## config.mk

```make
export PLATFORM = sky130hd
export DESIGN_NAME = instruction_cycle_timing
export DESIGN_NICKNAME = d
export VERILOG_FILES = /design/src/include/instr_timing_pkg.sv /design/src/instruction_cycle_timing.sv
export VERILOG_INCLUDE_DIRS = /design/src /design/src/include
export SDC_FILE = /design/constraint.sdc
export NUM_CORES = 1
export LEC_CHECK = 0
export BUFFER_PORTS_ARGS = -buffer_cell sky130_fd_sc_hd__buf_2
export CAP_MARGIN = 10
export CORE_MARGIN = 2
export CORE_UTILIZATION = 40
export CTS_BUF_LIST = sky130_fd_sc_hd__clkbuf_8
export DETAILED_ROUTE_END_ITERATION = 10
export GPL_TIMING_DRIVEN = 0
export SLEW_MARGIN = 15
export SYNTH_ARGS = -nofsm -noshare
export SYNTH_HDL_FRONTEND = slang
export SYNTH_SLANG_ARGS = --single-unit
```

## constraint.sdc

```tcl
create_clock -name clk_in -period 2.8 [get_ports clk_in]
set_clock_uncertainty 0.05 [all_clocks]
set_input_delay 0.56 -clock clk_in [delete_from_list [all_inputs] [get_ports clk_in]]
set_output_delay 0.56 -clock clk_in [all_outputs]
set_load 0.01 [all_outputs]
```

## src/include/instr_timing_cfg.svh

```systemverilog
// Timing constants and opcode codes for the instruction cycle sequencer
`ifndef INSTR_TIMING_CFG_SVH
`define INSTR_TIMING_CFG_SVH
// Clock periods per machine cycle
`define CLOCKS_PER_CYCLE 4
`define PHASE_LAST 2'h3
// Opcode values and masks
`define OP_NO_OPERATION 8'h00
// Low five bits shared by every absolute jump and call page
`define OP_ABS_JUMP 5'h01
`define OP_ABS_CALL 5'h11
// High nibble of each accumulator operation group
`define OP_GRP_ADD 4'h2
`define OP_GRP_ADD_CARRY 4'h3
`define OP_GRP_SUB_BORROW 4'h9
`define OP_GRP_AND 4'h5
`define OP_LO_DIRECT 3'h5
`define OP_LO_IMMED 3'h4
`define OP_LO_INDIRECT 3'h3
`define OP_AND_DIR_IMM 8'h53
`define OP_AND_DIR_ACC 8'h52
`define OP_MULTIPLY 8'hA4
`define OP_DIVIDE 8'h84
`define OP_DECIMAL_ADJUST 8'hD4
`define OP_ROT_RIGHT_C 8'h13
`define OP_ROT_LEFT_C 8'h33
`define OP_CLEAR_CARRY 8'hC3
`define OP_SET_CARRY 8'hD3
`define OP_COMPLEMENT_CARRY 8'hB3
`define OP_AND_BIT_C 8'h82
`define OP_AND_NBIT_C 8'hB0
`define OP_OR_BIT_C 8'h72
`define OP_OR_NBIT_C 8'hA0
`define OP_MOVE_BIT_C 8'hA2
`define OP_COMPARE_JUMP_LO 8'hB4
`define OP_COMPARE_JUMP_HI 8'hBF
// Machine cycle counts
`define CYC_ONE 3'h1
`define CYC_TWO 3'h2
`define CYC_THREE 3'h3
`define CYC_FOUR 3'h4
`define CYC_FIVE 3'h5
`endif

```

## src/include/instr_timing_pkg.sv

```systemverilog
// Types shared by the instruction cycle sequencer
package instr_timing_pkg;
    typedef enum logic [1:0] {
        SEQ_FETCH,
        SEQ_EXEC
    } seq_state_t;
    // Which flags an instruction writes
    typedef enum logic [2:0] {
        FLAG_NONE,
        FLAG_ARITH,
        FLAG_CARRY_ONLY,
        FLAG_MULDIV,
        FLAG_CLEAR_C,
        FLAG_SET_C
    } flag_class_t;
endpackage

```

## src/instruction_cycle_timing.sv

```systemverilog
// Machine cycle sequencer, cycle count decode and flag update for the core
//
// Summary of operation
// - A machine cycle is four clocks; sequencing advances per cycle.
// - At most one code byte is fetched per machine cycle.
// - Plain instructions other than divide (one byte, five cycles) take as many machine cycles as they have bytes.
// - Jumps and calls add one cycle; absolute call and jump take three.
// - Flag results match the reference family; only timing differs.
// - Add, add_with_carry, subtract_with_borrow set C, OV, AC; rotates, bit ops, DA, CPL C and compare jumps C.
// - Multiply and divide clear C and load OV from the result; clear/set carry force C.
// - No-op and register or indirect add, add_with_carry, AND: one cycle.
// - Direct or immediate accumulator ops take two; and dir,#imm three.
`timescale 1ns/10ps
`include "instr_timing_cfg.svh"

module instruction_cycle_timing (
    input wire logic clk_in,
    input wire logic reset_in,
    input wire logic [7:0] code_byte_in,
    input wire logic code_valid_in,
    input wire logic carry_result_in,
    input wire logic overflow_result_in,
    input wire logic aux_carry_result_in,
    output logic code_fetch_out,
    output logic opcode_start_out,
    output logic cycle_strobe_out,
    output logic [7:0] opcode_out,
    output logic [2:0] cycles_left_out,
    output logic carry_out,
    output logic overflow_out,
    output logic aux_carry_out
);

    // ------------------------------------------------------------
    // Machine cycle phase
    // ------------------------------------------------------------
    logic [1:0] phase_reg;
    wire cycle_end = (phase_reg == `PHASE_LAST);

    // Four clocks form one machine cycle; the phase is never held, so
    // every machine cycle stays aligned to the release of reset
    always_ff @(posedge clk_in) begin
        if (reset_in) begin
            phase_reg <= 2'h0;
        end else begin
            phase_reg <= phase_reg + 2'h1;
        end
    end

    // ------------------------------------------------------------
    // Opcode decode
    // ------------------------------------------------------------
    logic [7:0] op_reg;
    logic [2:0] left_reg;
    logic [1:0] bytes_left_reg;
    instr_timing_pkg::seq_state_t state_reg;

    // Decode of the byte on the code bus; only used on a fetch slot
    wire [7:0] op = code_byte_in;
    wire [3:0] op_grp = op[7:4];
    wire is_abs = (op[4:0] == `OP_ABS_JUMP) || (op[4:0] == `OP_ABS_CALL);
    // Accumulator groups: add, add_with_carry, subtract_with_borrow, AND
    wire grp_add = (op_grp == `OP_GRP_ADD);
    wire grp_add_carry = (op_grp == `OP_GRP_ADD_CARRY);
    wire grp_sub_borrow = (op_grp == `OP_GRP_SUB_BORROW);
    wire grp_and = (op_grp == `OP_GRP_AND);
    wire is_acc_grp = grp_add || grp_add_carry || grp_sub_borrow || grp_and;
    wire lo_reg = op[3] || (op[3:1] == `OP_LO_INDIRECT);
    wire lo_two = (op[3:0] == {1'b0, `OP_LO_DIRECT})
                  || (op[3:0] == {1'b0, `OP_LO_IMMED});
    wire is_cmp_jump = (op >= `OP_COMPARE_JUMP_LO)
                       && (op <= `OP_COMPARE_JUMP_HI);
    wire is_bit_c = (op == `OP_AND_BIT_C) || (op == `OP_AND_NBIT_C)
                    || (op == `OP_OR_BIT_C) || (op == `OP_OR_NBIT_C)
                    || (op == `OP_MOVE_BIT_C);

    // Machine cycles per opcode; the rows not tabulated default to one.
    // Multiply is not among the tabulated rows, so it stays at one cycle
    // until a count for it is known.
    wire [2:0] op_cycles =
        is_abs ? `CYC_THREE :
        (op == `OP_AND_DIR_IMM) ? `CYC_THREE :
        (op == `OP_AND_DIR_ACC) ? `CYC_TWO :
        (is_acc_grp && lo_two) ? `CYC_TWO :
        (is_acc_grp && lo_reg) ? `CYC_ONE :
        (op == `OP_DIVIDE) ? `CYC_FIVE :
        is_cmp_jump ? `CYC_FOUR :
        is_bit_c ? `CYC_TWO :
        `CYC_ONE;

    // Code bytes occupied; operand bytes are fetched one per cycle
    wire [1:0] op_bytes =
        (op == `OP_AND_DIR_IMM || is_cmp_jump) ? 2'h3 :
        (is_abs || is_bit_c || (is_acc_grp && lo_two)
         || op == `OP_AND_DIR_ACC) ? 2'h2 : 2'h1;

    // Flag class of the opcode in hand
    wire [7:0] cur = op_reg;
    wire [3:0] cur_hi = cur[7:4];
    wire cur_arith = ((cur_hi == `OP_GRP_ADD)
                      || (cur_hi == `OP_GRP_ADD_CARRY)
                      || (cur_hi == `OP_GRP_SUB_BORROW))
                     && (cur[3] || cur[2]);
    wire cur_cmp_jump = (cur >= `OP_COMPARE_JUMP_LO)
                        && (cur <= `OP_COMPARE_JUMP_HI);
    wire cur_bit = (cur == `OP_AND_BIT_C) || (cur == `OP_AND_NBIT_C)
                   || (cur == `OP_OR_BIT_C) || (cur == `OP_OR_NBIT_C)
                   || (cur == `OP_MOVE_BIT_C);
    wire cur_conly = cur_cmp_jump || cur_bit
                     || (cur == `OP_DECIMAL_ADJUST)
                     || (cur == `OP_ROT_RIGHT_C)
                     || (cur == `OP_ROT_LEFT_C)
                     || (cur == `OP_COMPLEMENT_CARRY);
    wire instr_timing_pkg::flag_class_t cur_class =
        cur_arith ? instr_timing_pkg::FLAG_ARITH :
        cur_conly ? instr_timing_pkg::FLAG_CARRY_ONLY :
        (cur == `OP_MULTIPLY || cur == `OP_DIVIDE)
            ? instr_timing_pkg::FLAG_MULDIV :
        (cur == `OP_CLEAR_CARRY) ? instr_timing_pkg::FLAG_CLEAR_C :
        (cur == `OP_SET_CARRY) ? instr_timing_pkg::FLAG_SET_C :
        instr_timing_pkg::FLAG_NONE;

    // ------------------------------------------------------------
    // Sequencer
    // ------------------------------------------------------------
    wire in_fetch = (state_reg == instr_timing_pkg::SEQ_FETCH);
    wire last_exec = !in_fetch && (left_reg == `CYC_ONE);
    // An operand byte still owed to the instruction in hand
    wire owed = (bytes_left_reg != 2'h0);
    // A missing operand byte holds the count and repeats the cycle,
    // so a later byte is never mistaken for the next opcode
    wire stall = owed && !code_valid_in;
    // The last execution cycle is also the next opcode's fetch cycle,
    // so an N cycle instruction spans 4*N clocks from opcode to opcode
    wire fetch_slot = in_fetch || last_exec;
    wire take_op = fetch_slot && cycle_end && code_valid_in;
    wire retire = last_exec && cycle_end;
    wire advance = cycle_end && !in_fetch && !stall;
    // At most one fetch request per machine cycle, on its last clock only
    wire want_byte = fetch_slot || owed;
    assign code_fetch_out = want_byte && cycle_end;
    assign opcode_start_out = take_op;
    assign cycle_strobe_out = cycle_end;

    // Opcode is taken only in the last cycle of the previous count, or while idle in fetch
    always_ff @(posedge clk_in) begin
        if (reset_in) begin
            state_reg <= instr_timing_pkg::SEQ_FETCH;
            op_reg <= `OP_NO_OPERATION;
            left_reg <= 3'h0;
            bytes_left_reg <= 2'h0;
        end else if (take_op) begin
            state_reg <= instr_timing_pkg::SEQ_EXEC;
            op_reg <= op;
            left_reg <= op_cycles;
            bytes_left_reg <= op_bytes - 2'h1;
        end else if (advance) begin
            left_reg <= left_reg - 3'h1;
            if (owed) begin
                bytes_left_reg <= bytes_left_reg - 2'h1;
            end
            if (last_exec) begin
                state_reg <= instr_timing_pkg::SEQ_FETCH;
            end
        end
    end

    // The count loaded with an opcode includes the cycle that also
    // fetches the next opcode; it reads zero only while idle in fetch.
    assign opcode_out = op_reg;
    assign cycles_left_out = left_reg;

    // ------------------------------------------------------------
    // Flags, written when the instruction retires
    // ------------------------------------------------------------
    // One flip-flop per flag; reset clears all three
    logic c_reg;
    logic ov_reg;
    logic ac_reg;

    // Written on the retiring edge only. Limitation: the datapath must
    // hold its flag results stable through the last clock of that cycle,
    // since they are sampled there and nowhere else.
    always_ff @(posedge clk_in) begin
        if (reset_in) begin
            c_reg <= 1'b0;
            ov_reg <= 1'b0;
            ac_reg <= 1'b0;
        end else if (retire) begin
            unique case (cur_class)
                instr_timing_pkg::FLAG_ARITH: begin
                    c_reg <= carry_result_in;
                    ov_reg <= overflow_result_in;
                    ac_reg <= aux_carry_result_in;
                end
                instr_timing_pkg::FLAG_CARRY_ONLY: begin
                    c_reg <= carry_result_in;
                end
                instr_timing_pkg::FLAG_MULDIV: begin
                    c_reg <= 1'b0;
                    ov_reg <= overflow_result_in;
                end
                instr_timing_pkg::FLAG_CLEAR_C: begin
                    c_reg <= 1'b0;
                end
                instr_timing_pkg::FLAG_SET_C: begin
                    c_reg <= 1'b1;
                end
                instr_timing_pkg::FLAG_NONE: begin
                    c_reg <= c_reg;
                end
                default: begin
                    c_reg <= c_reg;
                end
            endcase
        end
    end

    // Flag outputs come straight from their flip-flops
    assign carry_out = c_reg;
    assign overflow_out = ov_reg;
    assign aux_carry_out = ac_reg;

endmodule

```

-- Word level (Yosys, flattened, before mapping)
Index checks and enable logic that the tools add are counted.
- $add $sub $neg: 4
- order comparisons: 4
- equal/unequal tests: 40
- muxes and demuxes: 24
- reduce and logical (&&, ||, !) cells: 59
- operators with widths (operator ; number):
    $eq 8x8->1 const B ; 15
    $mux 3 ; 14
    $eq 8x7->1 const B ; 4
    $logic_or 1x1->1 ; 29
    $eq 4x2->1 const B ; 4
    $ge 8x8->1 const B ; 2
    $le 8x8->1 const B ; 2
    $logic_and 1x1->1 ; 13
    $eq 4x3->1 const B ; 3
    $mux 2 ; 6
    $reduce_and 2->1 ; 5
    $eq 3x2->1 const B ; 3
    $eq 4x4->1 const B ; 2
    $eq 8x5->1 const B ; 1
    $eq 8x6->1 const B ; 1
    $reduce_bool 2->1 ; 4
    $eq 3x1->1 const B ; 2
    $eq 3x3->1 const B ; 2
    $reduce_or 2->1 ; 3
    $eq 5x1->1 const B ; 1
    $eq 5x5->1 const B ; 1
    $sub 2x1->2 const B ; 2
    $logic_not 1->1 ; 3
    $mux 1 ; 3
    other kinds (6) ; 6
- bits in registers: 19
- input bits: 14
- output and inout port bits: 17
- word-level logic and storage cells: 139

-- Depth between registers and ports, before layout
- word-level depth: 16
- mapped depth: 7
- depth with buffers taken out: 7

-- Least setup slack after synthesis
OpenSTA, ideal clock, no wires.
- path type: input port to flip-flop
- from: in code_byte_in[3]
- to: reg left_reg[1] (netlist: cycles_left_out[1])
- library setup time: 0.103 ns
- data arrival time: 1.903 ns
- required time: 2.647 ns
- path slack: 0.744 ns
- cell stages on the path: 5
- buffers on the path: 0
- path through: or3b_1 > or3_1 > and3b_4 > nor3b_1 > a2111oi_2
- word-level cells in the longest chain between the ends: 14
- elaborated cells between the ends (all ways): 34
- classes of those cells: 2 x order compare; 13 x eq/ne; 9 x mux; 10 x reduce/logical
- ends and longest elaborated chain (what ; RTL line ; source):
    start: declaration ; instruction_cycle_timing.sv:19 ; input wire logic [7:0] code_byte_in,
    $eq 8x8->1 (no source line) ; -- ;
    $logic_or 1x1->1 (4 in a row) ; instruction_cycle_timing.sv:73 ; wire is_bit_c = (op == `OP_AND_BIT_C) || (op == `OP_AND_NBIT_C)
    $mux 2 (no source line) ; -- ;
    $mux 3 (no source line) (6 in a row) ; -- ;
    $mux 3 (no source line) * ; -- ;
    $mux 3 * ; instruction_cycle_timing.sv:152 ; end else if (take_op) begin
    end signal: assignment ; instruction_cycle_timing.sv:155 ; left_reg <= op_cycles;
    end signal: assignment ; instruction_cycle_timing.sv:158 ; left_reg <= left_reg - 3'h1;
    end: declaration ; instruction_cycle_timing.sv:54 ; logic [2:0] left_reg;
Every way passes the cells marked *; elsewhere a longest branch is shown, timed or not.
A chain may end at the register's enable or synchronous reset.

-- Worst setup path in the final report
- from: reg left_reg[1] (netlist: cycles_left_out[1])
- to: out opcode_start_out
- word-level cells in the longest chain between the ends: 5
- ends and longest elaborated chain (what ; RTL line ; source):
    $eq 3x1->1 (no source line) ; -- ;
    $logic_and 1x1->1 ; instruction_cycle_timing.sv:127 ; wire last_exec = !in_fetch && (left_reg == `CYC_ONE);
    $logic_or 1x1->1 ; instruction_cycle_timing.sv:135 ; wire fetch_slot = in_fetch || last_exec;
    $logic_and 1x1->1 (2 in a row) ; instruction_cycle_timing.sv:136 ; wire take_op = fetch_slot && cycle_end && code_valid_in;
    end: declaration ; instruction_cycle_timing.sv:25 ; output logic opcode_start_out,
Every way passes these cells.

==> metrics.cfg <==
[status]
status = complete, but fails checks
violations = DRC

[sta]
fmax_mhz = 395
maxSlewHeadroom_pct = 60.8
fin_crit_ns = 2.53
tns_ns = 0
period_share_pct = 90.5
grt_setup_unrepaired = no
finalSetupViolCount = 0
tightest_slew_ns = 0.582
hold_viol = 0
slew_viol_final = 0

[worst_setup_path]
cp_max_fo = 10
cpMaxStageDelayCell = a21oi_1
ff2ff_path_depth = 7
critPathMaxStageDelay_ns = 0.40
rr_startpoint = cycles_left_out[1]
criticalPathCategory = register to output port
start_kind = register
path_buf_inv = 3
cp.arrival_ns = 1.92
crit_family = buffers and inverters
crit_chain = inv_1 > ha_1 > nand2b_1 > a21oi_1 > buf_2 > buf_2
r2r-end = cycles_left_out[1]
required_ns = 2.19
rrSetupSlack_ns = 0.83
cpMostUsedCell = buf_2
critPathCaptureType = output port

[global_routing]
grt_use_total_pct = 17.3
grt.overflow.total = 0
grt_max_degree = 11
grt_first_pass_wirelength_microns = 4690
grt_antenna_before_repair = 0
grt_pass1_vias = 1052

[finish]
fin_nets = 200
synthToLayoutAreaGrowth_pct = 19.6
layout-drive-gt1-share_pct = 20.3
final_common_cell = buf_2
diodes = 0
largest_reg_flops = 8
final_cell_mix = 31 x buf_2, 19 x nor2_1, 19 x dfxtp_1
stdcell_count = 213

[routing]
vias_per_cell = 5.56
wl_microns = 2790
avgRoutedWirePerCell_microns = 13.1
first_pass_iters = 7
via_count = 1184
drtAntennaViolNets = 0
drt_first_iter_violations = 32
drc = 1

[logic_synthesis]
synth_nets = 165
synthCells = 148
yosysWarnings = 0
async_flop_share_pct = 0
syn_area_sq_mm = 0.00119
syn_avg_cell_area_sq_um = 8.07
synth_seq_area_share_pct = 31.9
synthDistinctLibCells = 45
ys.flop_type = dfxtp_1
synth_edf_count = 0
synth_seq_cells = 19

[worst_hold_path]
min_path_type = register to register
hold_depth = 1
holdCritStartpoint = phase_reg[0]
hold_end = phase_reg[0]

[placement]
dp_hpwl_microns = 2130
port_buffers = 30
dp_cells = 209
gp_congestion = 0.778

[die]
initial_core_util_pct = 42.6
coreArea_sq_mm = 0.00281
die_h_microns = 58.6
dieArea_sq_mm = 0.00344
dieWidth_microns = 58.6
io_pins = 31
rows = 19

[power_and_ir_drop]
leakage_nw = 0.583
p_seq_share_pct = 52.2
p_int_uw = 406
p_per_area_mw_per_mm2 = 381
swShare_pct = 25.4
ir_drop_uv = 218
power.switching_uw = 138
clockPowerShare_pct = 34.5
p_comb_share_pct = 13.3

[clock_network]
clk_path_buf_depth = 2
clkLatencyLatePin_ns = 0.25
post_cts_buffers = 0
path_clk_slew_ns = 0.07
cts_buffers = 3
cts-resized-gates = 0
cts_hold_buf = 0
cts_root_buf = clkbuf_8
cts_max_level = 1
cts_sinks = 19
cts_tree = yes

[flow_run]
max_cap_violations = 0

==> synth_stat cells (2+ instances only) <==
cell type  instances  area [sq um]
a21oi_1            8          40.0
a31oi_1            3          18.8
a32oi_1            2          17.5
and3_1             2          12.5
clkbuf_1           4          15.0
dfxtp_1           19           380
ha_1               3          37.5
inv_1             10          37.5
mux2i_1            9          90.1
nand2_1            6          22.5
nand2b_1           2          12.5
nand3_1            4          20.0
nor2_1            19          71.3
nor2b_1            9          56.3
nor3_1             2          10.0
nor3b_1            8          60.1
o211ai_1           3          22.5
o21ai_0            5          25.0
o21ai_1            2          10.0
o22ai_1            2          12.5
o41ai_1            2          17.5
==> worst max-delay path by stage <==
stage	from	endpoint	depth (start not counted)
2_1_floorplan	code_byte_in[3]	cycles_left_out[1]	5
3_3_place_gp	code_valid_in	opcode_start_out	5
3_5_place_dp	code_byte_in[3]	cycles_left_out[1]	6
4_1_cts	cycles_left_out[1]	opcode_start_out	6
5_1_grt	cycles_left_out[1]	opcode_start_out	6
6_report	cycles_left_out[1]	opcode_start_out	6
==> metrics by stage <==
step	total power, mW	util, %	hold slack [ns]	setup WS, ns	instance area, sq um
6_report	0.544	50.9	0.372	0.266	1430
5_1_grt	0.571	50.9	0.395	0.0832	1430
4_1_cts	0.551	50.9	0.378	0.257	1430
3_5_place_dp	0.362	49.3	0.368	0.503	1380
3_3_place_gp	0.359	49.3	0.366	0.506	1380
2_1_floorplan	0.331	-	0.349	0.744	1190
==> layer usage <==
metal  global-route usage (%)  wire length [microns]  vias to the layer above
met5                        0                      0                        -
met4                     5.84                     19                        0
met3                     2.64                     94                        2
met2                     27.0                   1230                       23
met1                     24.5                   1440                      551
li1                         -                      -                      608
==> cell type report <==
| type | instances | area (sq um) |
|---|---|---|
| Inverter | 10 | 37.5 |
| Buffer | 6 | 23.8 |
| Multi-Input combinational cell | 113 | 752 |
| Sequential cell | 19 | 380 |
| Tap cell | 31 | 38.8 |
| Clock buffer | 3 | 41.3 |
| Fill cell | 304 | 1380 |
| Timing Repair Buffer | 30 | 150 |
| Clock inverter | 1 | 3.75 |
==> cell families (layout without fill, tap and decap cells) <==
logic type                 count (synthesis)  after routing  synth area share [%]
and+or+nand+nor                           63             63                  30.0
AOI/OAI and AO/OA                         36             36                  20.7
DFF                                       19             19                  31.9
buffers and inverters                     16             50                  5.14
muxes                                     10             10                  8.49
adders and majority gates                  3              3                  3.14
xor gates and xnor gates                   1              1                 0.734
==> power groups by stage <==
| stage | registers (mW) | clock network, mW | logic, mW |
|---|---|---|---|
| 2_1_floorplan | 0.291 | 0 | 0.0405 |
| 3_3_place_gp | 0.290 | 0 | 0.0694 |
| 3_5_place_dp | 0.290 | 0 | 0.0720 |
| 4_1_cts | 0.284 | 0.194 | 0.0724 |
| 5_1_grt | 0.285 | 0.204 | 0.0819 |
| 6_report | 0.284 | 0.188 | 0.0721 |
(Power assumes the default switching activity.)
